`config.mk`:
```
export PLATFORM = sky130hd
export DESIGN_NAME = rdd_rx_desc_dma
export DESIGN_NICKNAME = d
export VERILOG_FILES = /design/src/rdd_counter.v /design/src/rdd_pair_buf.v /design/src/rdd_rx_desc_dma.v
export VERILOG_INCLUDE_DIRS = /design/src
export SDC_FILE = /design/constraint.sdc
export NUM_CORES = 1
export LEC_CHECK = 0
export BUFFER_PORTS_ARGS = -buffer_cell sky130_fd_sc_hd__buf_2
export CAP_MARGIN = 15
export CORE_ASPECT_RATIO = 0.7
export CORE_MARGIN = 4
export CORE_UTILIZATION = 51
export CTS_BUF_LIST = sky130_fd_sc_hd__clkbuf_4 sky130_fd_sc_hd__clkbuf_8
export DETAILED_ROUTE_END_ITERATION = 7
export PLACE_DENSITY = 0.72
export SLEW_MARGIN = 20
export SYNTH_ARGS = -nofsm -noshare
export SYNTH_HDL_FRONTEND = slang
export SYNTH_SLANG_ARGS = --single-unit
```
`constraint.sdc`:
```
create_clock -name clk -period 4.6 [get_ports clk]
set_input_delay 1.38 -clock clk [delete_from_list [all_inputs] [get_ports clk]]
set_output_delay 1.38 -clock clk [all_outputs]
set_load 0.005 [all_outputs]
```
`src/rdd_consts.vh`:
```
`ifndef RDD_CONSTS_VH
`define RDD_CONSTS_VH

// ****************************************
// register offsets (word index on the plain port)
// ****************************************
`define RDD_REG_CTRL      4'h0
`define RDD_REG_RING_LO   4'h1
`define RDD_REG_RING_HI   4'h2
`define RDD_REG_STATUS    4'h3
`define RDD_REG_FRAMES    4'h4
`define RDD_REG_DROPS     4'h5

// ****************************************
// control fields and reset values
// ****************************************
`define RDD_CTRL_EN_BIT   0
`define RDD_CTRL_JAP_BIT  1
`define RDD_CTRL_RST      2'h0
`define RDD_RING_LO_RST   16'h0000
`define RDD_RING_HI_RST   8'h00
`define RDD_RLEN_RST      3'h0
`define RDD_RLEN_LO       8
`define RDD_RLEN_HI       10
`define RDD_JAP_SELECT    1'h1

// ****************************************
// status fields
// ****************************************
`define RDD_STAT_BUSY_BIT 0
`define RDD_STAT_WAIT_BIT 1
`define RDD_STAT_IDX_LO   8
`define RDD_STAT_IDX_HI   14

// ****************************************
// descriptor layout
// ****************************************
`define RDD_OWN_BIT       15
`define RDD_SEC_BIT       14
`define RDD_FIRST_BIT     13
`define RDD_LAST_BIT      12
`define RDD_PRIO_HI       11
`define RDD_PRIO_LO       10
`define RDD_RSV_HI        9
`define RDD_RSV_LO        8
`define RDD_ADRHI_HI      7
`define RDD_W0_OFS        24'h000000
`define RDD_W1_OFS        24'h000002
`define RDD_W2_OFS        24'h000004
`define RDD_W3_OFS        24'h000006
`define RDD_WORD_STEP     24'h000002
`define RDD_DESC_SHIFT    3

`endif

```
`src/rdd_counter.v`:
```
`timescale 1ns/1ps

// ****************************************
// clearable up counter
// ****************************************
module rdd_counter #(
	parameter W = 16
) (
	// clock and reset
	input  wire         clk,
	input  wire         sysRst,
	// control
	input  wire         clr,
	input  wire         inc,
	// value
	output reg  [W-1:0] q_ff
);

	always @(posedge clk) begin
		if (sysRst || clr) begin
			q_ff <= {W{1'b0}};
		end else if (inc) begin
			q_ff <= q_ff + {{(W-1){1'b0}}, 1'b1};
		end
	end

endmodule // rdd_counter

```
`src/rdd_pair_buf.v`:
```
`timescale 1ns/1ps

// ****************************************
// two-entry buffer, registered ready
// ****************************************
module rdd_pair_buf #(
	parameter W = 12
) (
	// clock and reset
	input  wire         clk,
	input  wire         sysRst,
	// fill side
	input  wire [W-1:0] inData,
	input  wire         inValid,
	output reg          inReady_ff,
	// drain side
	output wire [W-1:0] outData,
	output wire         outValid,
	input  wire         outReady
);

	reg  [W-1:0] ent0_ff;
	reg  [W-1:0] ent1_ff;
	reg  [1:0]   cnt_ff;
	wire         push;
	wire         pop;
	reg  [1:0]   nxt_cnt;

	assign outData  = ent0_ff;
	assign outValid = (cnt_ff != 2'h0);
	assign push     = inValid && inReady_ff;
	assign pop      = outValid && outReady;

	always @* begin
		nxt_cnt = cnt_ff;
		if (push && !pop) begin
			nxt_cnt = cnt_ff + 2'h1;
		end else if (pop && !push) begin
			nxt_cnt = cnt_ff - 2'h1;
		end
	end

	// ready from a flop so a stall never reaches back combinationally
	always @(posedge clk) begin
		if (sysRst) begin
			cnt_ff     <= 2'h0;
			inReady_ff <= 1'b0;
			ent0_ff    <= {W{1'b0}};
			ent1_ff    <= {W{1'b0}};
		end else begin
			cnt_ff     <= nxt_cnt;
			inReady_ff <= (nxt_cnt != 2'h2);
			if (pop) begin
				ent0_ff <= (push && cnt_ff == 2'h1) ? inData : ent1_ff;
				if (push && cnt_ff == 2'h2) begin
					ent1_ff <= inData;
				end
			end else if (push) begin
				if (cnt_ff == 2'h0) begin
					ent0_ff <= inData;
				end else begin
					ent1_ff <= inData;
				end
			end
		end
	end

endmodule // rdd_pair_buf

```
`src/rdd_rx_desc_dma.v`:
```
`timescale 1ns/1ps
`include "rdd_consts.vh"

module rdd_rx_desc_dma (
	// clock and reset
	input  wire        clk,
	input  wire        sysRst,
	// register port
	input  wire [3:0]  regAddr,
	input  wire [15:0] regWrData,
	input  wire        regWr,
	input  wire        regRd,
	output reg  [15:0] regRdData_ff,
	// received-frame stream
	input  wire [7:0]  rxData,
	input  wire        rxLast,
	input  wire        rxGood,
	input  wire [1:0]  rxPrio,
	input  wire        rxValid,
	output wire        rxReady,
	// memory bus master
	output reg         memReq_ff,
	output reg         memWe_ff,
	output reg  [23:0] memAddr_ff,
	output reg  [15:0] memWrData_ff,
	input  wire [15:0] memRdData,
	input  wire        memAck
);

	// ****************************************
	// states
	// ****************************************
	localparam [3:0] S_IDLE = 4'h0;
	localparam [3:0] S_RD0  = 4'h1;
	localparam [3:0] S_RD1  = 4'h2;
	localparam [3:0] S_RD2  = 4'h3;
	localparam [3:0] S_FILL = 4'h4;
	localparam [3:0] S_WRD  = 4'h5;
	localparam [3:0] S_WR3  = 4'h6;
	localparam [3:0] S_WR0  = 4'h7;
	localparam [1:0] K_NONE  = 2'h0;
	localparam [1:0] K_CHAIN = 2'h1;
	localparam [1:0] K_END   = 2'h2;

	// ****************************************
	// registers
	// ****************************************
	reg  [1:0]  ctrl_ff;
	reg  [15:0] ringLo_ff;
	reg  [7:0]  ringHi_ff;
	reg  [2:0]  ringLen_ff;
	reg  [3:0]  state_ff;
	reg  [6:0]  idx_ff;
	reg  [15:0] rxDescWord0_ff;
	reg  [23:0] bufPtr_ff;
	reg  [15:0] bufLen_ff;
	reg  [7:0]  lowByte_ff;
	reg  [7:0]  highByte_ff;
	reg         half_ff;
	reg  [1:0]  kind_ff;
	reg         firstFlag_ff;
	reg         goodFrame_ff;
	reg  [1:0]  prio_ff;
	reg         waitDesc_ff;
	wire [15:0] msgCount;
	wire [15:0] bufUsed;
	wire [15:0] frameCount;
	wire [15:0] dropCount;
	wire [11:0] bufOutData;
	wire        bufOutValid;
	wire        byteTake;
	wire        accDone;
	wire [6:0]  idxMask;
	wire [23:0] ringBase;
	wire [23:0] descBase;
	wire        japanMode;
	wire        frameDone;
	wire        frameDrop;
	wire        unitStart;
	reg  [15:0] word0Out;

	assign japanMode = (ctrl_ff[`RDD_CTRL_JAP_BIT] == `RDD_JAP_SELECT);
	assign idxMask   = (7'h01 << ringLen_ff) - 7'h01;
	assign ringBase  = {ringHi_ff, ringLo_ff};
	assign descBase  = ringBase + ({17'h00000, idx_ff} << `RDD_DESC_SHIFT);
	assign accDone   = memReq_ff && memAck;
	assign byteTake  = (state_ff == S_FILL) && bufOutValid;
	assign frameDone = (state_ff == S_WR0) && accDone && (kind_ff == K_END);
	assign frameDrop = (state_ff == S_WRD) && accDone && (kind_ff == K_END) && !goodFrame_ff;
	assign unitStart = (state_ff == S_IDLE) && bufOutValid && ctrl_ff[`RDD_CTRL_EN_BIT];

	// ****************************************
	// stream buffer and counters
	// ****************************************
	rdd_pair_buf #(.W(12)) u_buf (
		.clk      (clk),
		.sysRst   (sysRst),
		.inData   ({rxPrio, rxGood, rxLast, rxData}),
		.inValid  (rxValid),
		.inReady_ff(rxReady),
		.outData  (bufOutData),
		.outValid (bufOutValid),
		.outReady (byteTake)
	);
	rdd_counter #(.W(16)) u_msg (
		.clk    (clk),
		.sysRst (sysRst),
		.clr    (unitStart),
		.inc    (byteTake),
		.q_ff   (msgCount)
	);
	rdd_counter #(.W(16)) u_used (
		.clk    (clk),
		.sysRst (sysRst),
		.clr    (state_ff == S_RD2),
		.inc    (byteTake),
		.q_ff   (bufUsed)
	);
	rdd_counter #(.W(16)) u_frames (
		.clk    (clk),
		.sysRst (sysRst),
		.clr    (1'b0),
		.inc    (frameDone),
		.q_ff   (frameCount)
	);
	rdd_counter #(.W(16)) u_drops (
		.clk    (clk),
		.sysRst (sysRst),
		.clr    (1'b0),
		.inc    (frameDrop),
		.q_ff   (dropCount)
	);

	// ****************************************
	// returned first word
	// ****************************************
	always @* begin
		word0Out = rxDescWord0_ff;
		word0Out[`RDD_OWN_BIT]   = 1'b0;
		word0Out[`RDD_FIRST_BIT] = firstFlag_ff;
		word0Out[`RDD_LAST_BIT]  = (kind_ff == K_END);
		if (japanMode) begin
			word0Out[`RDD_PRIO_HI:`RDD_PRIO_LO] = prio_ff;
		end
	end

	// ****************************************
	// register port
	// ****************************************
	always @(posedge clk) begin
		if (sysRst) begin
			ctrl_ff    <= `RDD_CTRL_RST;
			ringLo_ff  <= `RDD_RING_LO_RST;
			ringHi_ff  <= `RDD_RING_HI_RST;
			ringLen_ff <= `RDD_RLEN_RST;
		end else if (regWr) begin
			case (regAddr)
				`RDD_REG_CTRL:    ctrl_ff <= regWrData[1:0];
				`RDD_REG_RING_LO: ringLo_ff <= {regWrData[15:1], 1'b0};
				`RDD_REG_RING_HI: begin
					ringHi_ff  <= regWrData[7:0];
					ringLen_ff <= regWrData[`RDD_RLEN_HI:`RDD_RLEN_LO];
				end
				default:          ctrl_ff <= ctrl_ff;
			endcase
		end
	end

	always @(posedge clk) begin
		if (sysRst) begin
			regRdData_ff <= 16'h0000;
		end else if (regRd) begin
			case (regAddr)
				`RDD_REG_CTRL:    regRdData_ff <= {14'h0000, ctrl_ff};
				`RDD_REG_RING_LO: regRdData_ff <= ringLo_ff;
				`RDD_REG_RING_HI: regRdData_ff <= {5'h00, ringLen_ff, ringHi_ff};
				`RDD_REG_STATUS:  regRdData_ff <= {1'b0, idx_ff, 6'h00, waitDesc_ff,
					(state_ff != S_IDLE)};
				`RDD_REG_FRAMES:  regRdData_ff <= frameCount;
				`RDD_REG_DROPS:   regRdData_ff <= dropCount;
				default:          regRdData_ff <= 16'h0000;
			endcase
		end else begin
			regRdData_ff <= 16'h0000;
		end
	end

	// ****************************************
	// descriptor engine
	// ****************************************
	always @(posedge clk) begin
		if (sysRst) begin
			state_ff       <= S_IDLE;
			idx_ff         <= 7'h00;
			rxDescWord0_ff <= 16'h0000;
			bufPtr_ff      <= 24'h000000;
			bufLen_ff      <= 16'h0000;
			lowByte_ff     <= 8'h00;
			highByte_ff    <= 8'h00;
			half_ff        <= 1'b0;
			kind_ff        <= K_NONE;
			firstFlag_ff   <= 1'b0;
			goodFrame_ff   <= 1'b0;
			prio_ff        <= 2'h0;
			waitDesc_ff    <= 1'b0;
			memReq_ff      <= 1'b0;
			memWe_ff       <= 1'b0;
			memAddr_ff     <= 24'h000000;
			memWrData_ff   <= 16'h0000;
		end else begin
			if (accDone) begin
				memReq_ff <= 1'b0;
			end
			case (state_ff)
				S_IDLE: begin
					half_ff <= 1'b0;
					if (unitStart) begin
						firstFlag_ff <= 1'b1;
						state_ff     <= S_RD0;
					end
				end
				S_RD0: begin
					if (!memReq_ff) begin
						memReq_ff  <= 1'b1;
						memWe_ff   <= 1'b0;
						memAddr_ff <= descBase + `RDD_W0_OFS;
					end else if (memAck) begin
						rxDescWord0_ff <= memRdData;
						// host still holds it: poll again, touch nothing
						waitDesc_ff <= !memRdData[`RDD_OWN_BIT];
						if (memRdData[`RDD_OWN_BIT]) begin
							state_ff <= S_RD1;
						end
					end
				end
				S_RD1: begin
					if (!memReq_ff) begin
						memReq_ff  <= 1'b1;
						memAddr_ff <= descBase + `RDD_W1_OFS;
					end else if (memAck) begin
						bufPtr_ff <= {rxDescWord0_ff[`RDD_ADRHI_HI:0],
							memRdData[15:1], 1'b0};
						state_ff  <= S_RD2;
					end
				end
				S_RD2: begin
					if (!memReq_ff) begin
						memReq_ff  <= 1'b1;
						memAddr_ff <= descBase + `RDD_W2_OFS;
					end else if (memAck) begin
						bufLen_ff <= 16'h0000 - memRdData;
						state_ff  <= S_FILL;
					end
				end
				S_FILL: begin
					if (byteTake) begin
						half_ff <= !half_ff;
						if (!half_ff) begin
							lowByte_ff <= bufOutData[7:0];
						end else begin
							highByte_ff <= bufOutData[7:0];
						end
						if (bufOutData[8]) begin
							kind_ff      <= K_END;
							goodFrame_ff <= bufOutData[9];
							prio_ff      <= bufOutData[11:10];
							state_ff     <= S_WRD;
						end else if (half_ff) begin
							// length is even, so a full buffer ends on a word
							kind_ff  <= (bufUsed + 16'h0001 == bufLen_ff) ? K_CHAIN : K_NONE;
							state_ff <= S_WRD;
						end
					end
				end
				S_WRD: begin
					if (!memReq_ff) begin
						memReq_ff    <= 1'b1;
						memWe_ff     <= 1'b1;
						memAddr_ff   <= bufPtr_ff;
						// first byte in the low lane; odd tail pads zero
						memWrData_ff <= half_ff ? {8'h00, lowByte_ff}
							: {highByte_ff, lowByte_ff};
					end else if (memAck) begin
						half_ff   <= 1'b0;
						bufPtr_ff <= bufPtr_ff + `RDD_WORD_STEP;
						case (kind_ff)
							K_NONE:  state_ff <= S_FILL;
							K_CHAIN: state_ff <= S_WR0;
							// bad unit: descriptor stays with us and is reused
							K_END:   state_ff <= goodFrame_ff ? S_WR3 : S_IDLE;
							default: state_ff <= S_IDLE;
						endcase
					end
				end
				S_WR3: begin
					if (!memReq_ff) begin
						memReq_ff    <= 1'b1;
						memWe_ff     <= 1'b1;
						memAddr_ff   <= descBase + `RDD_W3_OFS;
						memWrData_ff <= 16'h0000 - msgCount;
					end else if (memAck) begin
						state_ff <= S_WR0;
					end
				end
				S_WR0: begin
					if (!memReq_ff) begin
						memReq_ff    <= 1'b1;
						memWe_ff     <= 1'b1;
						memAddr_ff   <= descBase + `RDD_W0_OFS;
						memWrData_ff <= word0Out;
					end else if (memAck) begin
						// ownership is gone: advance, never touch it again
						idx_ff       <= (idx_ff + 7'h01) & idxMask;
						firstFlag_ff <= 1'b0;
						kind_ff      <= K_NONE;
						state_ff     <= (kind_ff == K_END) ? S_IDLE : S_RD0;
					end
				end
				default: state_ff <= S_IDLE;
			endcase
		end
	end

endmodule // rdd_rx_desc_dma

```
==> out/metrics.yaml <==
power_and_ir_drop:
  clockPowerShare: 0.485
  switching_share: 0.240
  p_leak_nw: 5.71
  p_int_mw: 3.81
  comb_power_share: 0.049
  power_density_nw_per_um2: 314
  power_frac_seq: 0.465
  switchingPower_mw: 1.21
  ir_drop_mv: 0.199
logic_synthesis:
  syn_area_sq_um: 14200
  yosys-mux-area-fraction: 0.0314
  synth_cell_types: 81
  synthFlopType: "dfxtp_1"
  synth_top_family_by_area: "simple AND/OR/NAND/NOR gates"
  ys_ff_latch: 263
  synth_xor_area_frac: 0.0964
  synth_nets: 1910
  avgSynthCellArea_sq_um: 7.73
  synth_simple_gate_area_share: 0.250
  ys_async_sr_fraction: 0
  synth_cells: 1834
  synth_compound_area_frac: 0.191
  yosysSeqAreaShare: 0.371
  synth_edf_count: 0
  synthAdderAreaFrac: 0.0205
  ys_warn_count: 0
cts:
  post_cts_resized: 0
  cts_max_level: 2
  cts_buffer_depth: 3
  hold_buffers: 0
  clock_sinks: 263
  cts_buffers: 43
  cts_tree: "yes"
  post_cts_buffers: 0
  path_clk_slew_ns: 0.06
  cts_root_buf: "clkbuf_8"
  clk_latency_ns: 0.59
route:
  vias_per_cell: 6.02
  ant_nets: 0
  vias: 13808
  initialDrtViolationCount: 1587
  wl_um: 43200
  dr.pass1.iters: 8
  post_drt_wl_per_cell_um: 18.9
  drcViolationCount: 1
floorplan:
  initial_core_util: 0.525
  die_h_um: 148
  core_area_sq_um: 27000
  die_w_um: 207
  dieArea_sq_um: 30600
  top_level_ports: 113
  row_count: 50
worst_setup_path:
  setup.worst_path.start_class: "register"
  critical-path-max-stage-delay_ns: 0.81
  worstPathCellList: "ha_1 -> fa_1 -> a211oi_2 -> o21ai_1 -> a21oi_1 -> o2bb2ai_1 -> a2bb2oi_1 -> or3_1 -> nor4_1 -> mux2_2 -> a221oi_1"
  worstPathRequired_ns: 5.08
  arrival_ns: 4.31
  path_delay_family: "compound AO/OA/AOI/OAI gates"
  crit_slowest_cell: "a2bb2oi_1"
  crit_fanout: 11
  crit_path_end_kind: "register"
  crit_buf_inv: 0
  crit_type: "register to register"
layout:
  drive_gt1_frac: 0.128
  final_util: 0.592
  area_growth_pct: 12.8
  fin_nets: 1971
timing:
  slew_headroom: 0.321
  period_share: 0.831
  worst_slew_pin_slew_ns: 1.01
  clock_skew_ns: 0.0193
  min_period_ns: 3.82
  fmax_mhz: 261
  rsz0062_at_grt: "no"
  maxSlewViolCount: 0
  setup_viol: 0
  fin_tns_setup_ns: 0
  hold_violations: 0
placement:
  dp.final_hpwl_um: 31000
  port_buffers: 112
  place_congestion: 0.947
global_route:
  gr-usage-all-layers: 0.267
  grt_pass1_wl_um: 67500
  grt_max_degree: 72
  grt_pass1_vias: 12291
  overflow: 0
  antenna_found_initial: 1
status:
  status: "finished, violations left"
  violations: "design-rule violations"
job:
  maxCapViolCount: 0
hold_path:
  worstHoldPathType: "register to register"
## registers in the layout, summed over array words and instances (netlist names), 8 cells and up
| signal | cells |
|---|---|
| u_used.q_ff | 16 |
| regRdData_ff | 16 |
| memWrData_ff | 16 |
| u_buf.ent1_ff | 12 |
| u_drops.q_ff | 16 |
| bufLen_ff | 16 |
| rxDescWord0_ff | 13 |
| u_msg.q_ff | 16 |
| u_frames.q_ff | 16 |
| highByte_ff | 8 |
| bufPtr_ff | 23 |
| ringLo_ff | 15 |
| memAddr_ff | 24 |
| lowByte_ff | 8 |
| u_buf.outData | 12 |
| ringHi_ff | 8 |
## cell usage after synthesis (5+ instances only)
master / count / area [sq um]
dfxtp_1: 263 / 5270
nand2_1: 257 / 965
nor2_1: 236 / 886
a21oi_1: 192 / 961
clkbuf_1: 102 / 383
xor2_1: 81 / 709
nand3_1: 78 / 390
xnor2_1: 70 / 613
o21ai_0: 68 / 340
nor3_1: 49 / 245
mux2i_1: 40 / 400
a22oi_1: 28 / 210
and3_1: 26 / 163
nand4_1: 24 / 150
o211ai_1: 22 / 165
ha_1: 20 / 250
inv_1: 20 / 75.1
nor4_1: 19 / 119
or3_1: 18 / 113
a211oi_1: 15 / 113
a222oi_1: 14 / 140
a31oi_1: 14 / 87.6
a221oi_1: 13 / 114
buf_1: 12 / 45.0
a311oi_1: 11 / 96.3
nand2b_1: 10 / 62.6
buf_2: 9 / 45.0
nor2b_1: 8 / 50.1
and2_1: 7 / 43.8
o31ai_1: 7 / 52.6
nor3b_1: 6 / 45.0
or4_1: 6 / 45.0
a21o_1: 5 / 37.5
and4_1: 5 / 43.8
## worst min-delay path: cells and delay by family (launching register included)
family,cells,cell delay [ns]
compound gates,1,0.05
flops,1,0.30
simple gates,1,0.05
## metal layers
| metal | vias to the layer above | GRT usage | routed length [um] |
|---|---|---|---|
| li1 | 6617 | - | - |
| met3 | 68 | 0.0689 | 4310 |
| met2 | 615 | 0.374 | 17600 |
| met4 | 0 | 0.0667 | 748 |
| met1 | 6508 | 0.407 | 20600 |
| met5 | - | 0 | 0 |
## stage by stage
step	instance area, sq um	setup WS (ns)	hold slack [ns]	instances	power, mW
5_1_grt	16000	0.484	0.467	2293	5.17
4_1_cts	16000	0.838	0.457	2291	5.04
3_5_place_dp	15000	0.674	0.447	2213	2.63
6_report	16000	0.776	0.454	2293	5.02
2_1_floorplan	14200	1.03	0.436	1834	2.53
3_3_place_gp	15000	0.677	0.441	2213	2.62
## layout by cell type, fill, tap and decap left out, drive strengths merged, types with 21 or more instances in the layout
cell and n:
xnor2 72, a21oi 192, o21ai 72, a22oi 28
nor3 50, xor2 81, nand2 257, nand4 25
o211ai 23, mux2i 40, dfxtp 263, and3 26
nand3 79, inv 21, buf 139, nor2 236
clkbuf 66
## final cells by class
cell class	count	area [sq um]
diodes	1	2.50
clock buffers	66	858
clock inverters	12	169
fillers	2510	11000
inverters	21	78.8
multi-input cells	1427	8390
flip-flops and latches	263	5270
well taps	364	455
repair buffers	139	769
## worst paths after layout
path / from / slack, ns / endpoint / cells past startpoint
setup / recovery: idx_ff[0]$_SDFFE_PP0P_ / 0.78 / memAddr_ff[21]$_SDFFE_PP0P_ / 11
hold / removal: memWrData_ff[0]$_SDFFE_PP0P_ / 0.45 / memWrData_ff[0]$_SDFFE_PP0P_ / 2
setup reg to reg: idx_ff[0]$_SDFFE_PP0P_ / 0.78 / memAddr_ff[21]$_SDFFE_PP0P_ / 11
hold reg to reg: memWrData_ff[0]$_SDFFE_PP0P_ / 0.45 / memWrData_ff[0]$_SDFFE_PP0P_ / 2
## power groups by stage
stage	logic, mW	clock network (mW)	registers (mW)
after floorplan	0.157	0	2.37
after global placement	0.238	0	2.38
after detailed placement	0.243	0	2.38
after CTS	0.244	2.46	2.33
after global routing	0.273	2.56	2.34
final	0.248	2.44	2.33
## logic make-up (layout without fill, tap and decap cells)
logic type                 after synthesis  count (layout)
DFF                                    263             263
and+or+nand+nor                        773             773
AOI/OAI and AO/OA                      435             435
muxes                                   44              44
buffers and inverters                  144             238
adders and majority gates               22              22
xor gates and xnor gates               153             153
other                                    0               1
(Power assumes the default switching activity.)
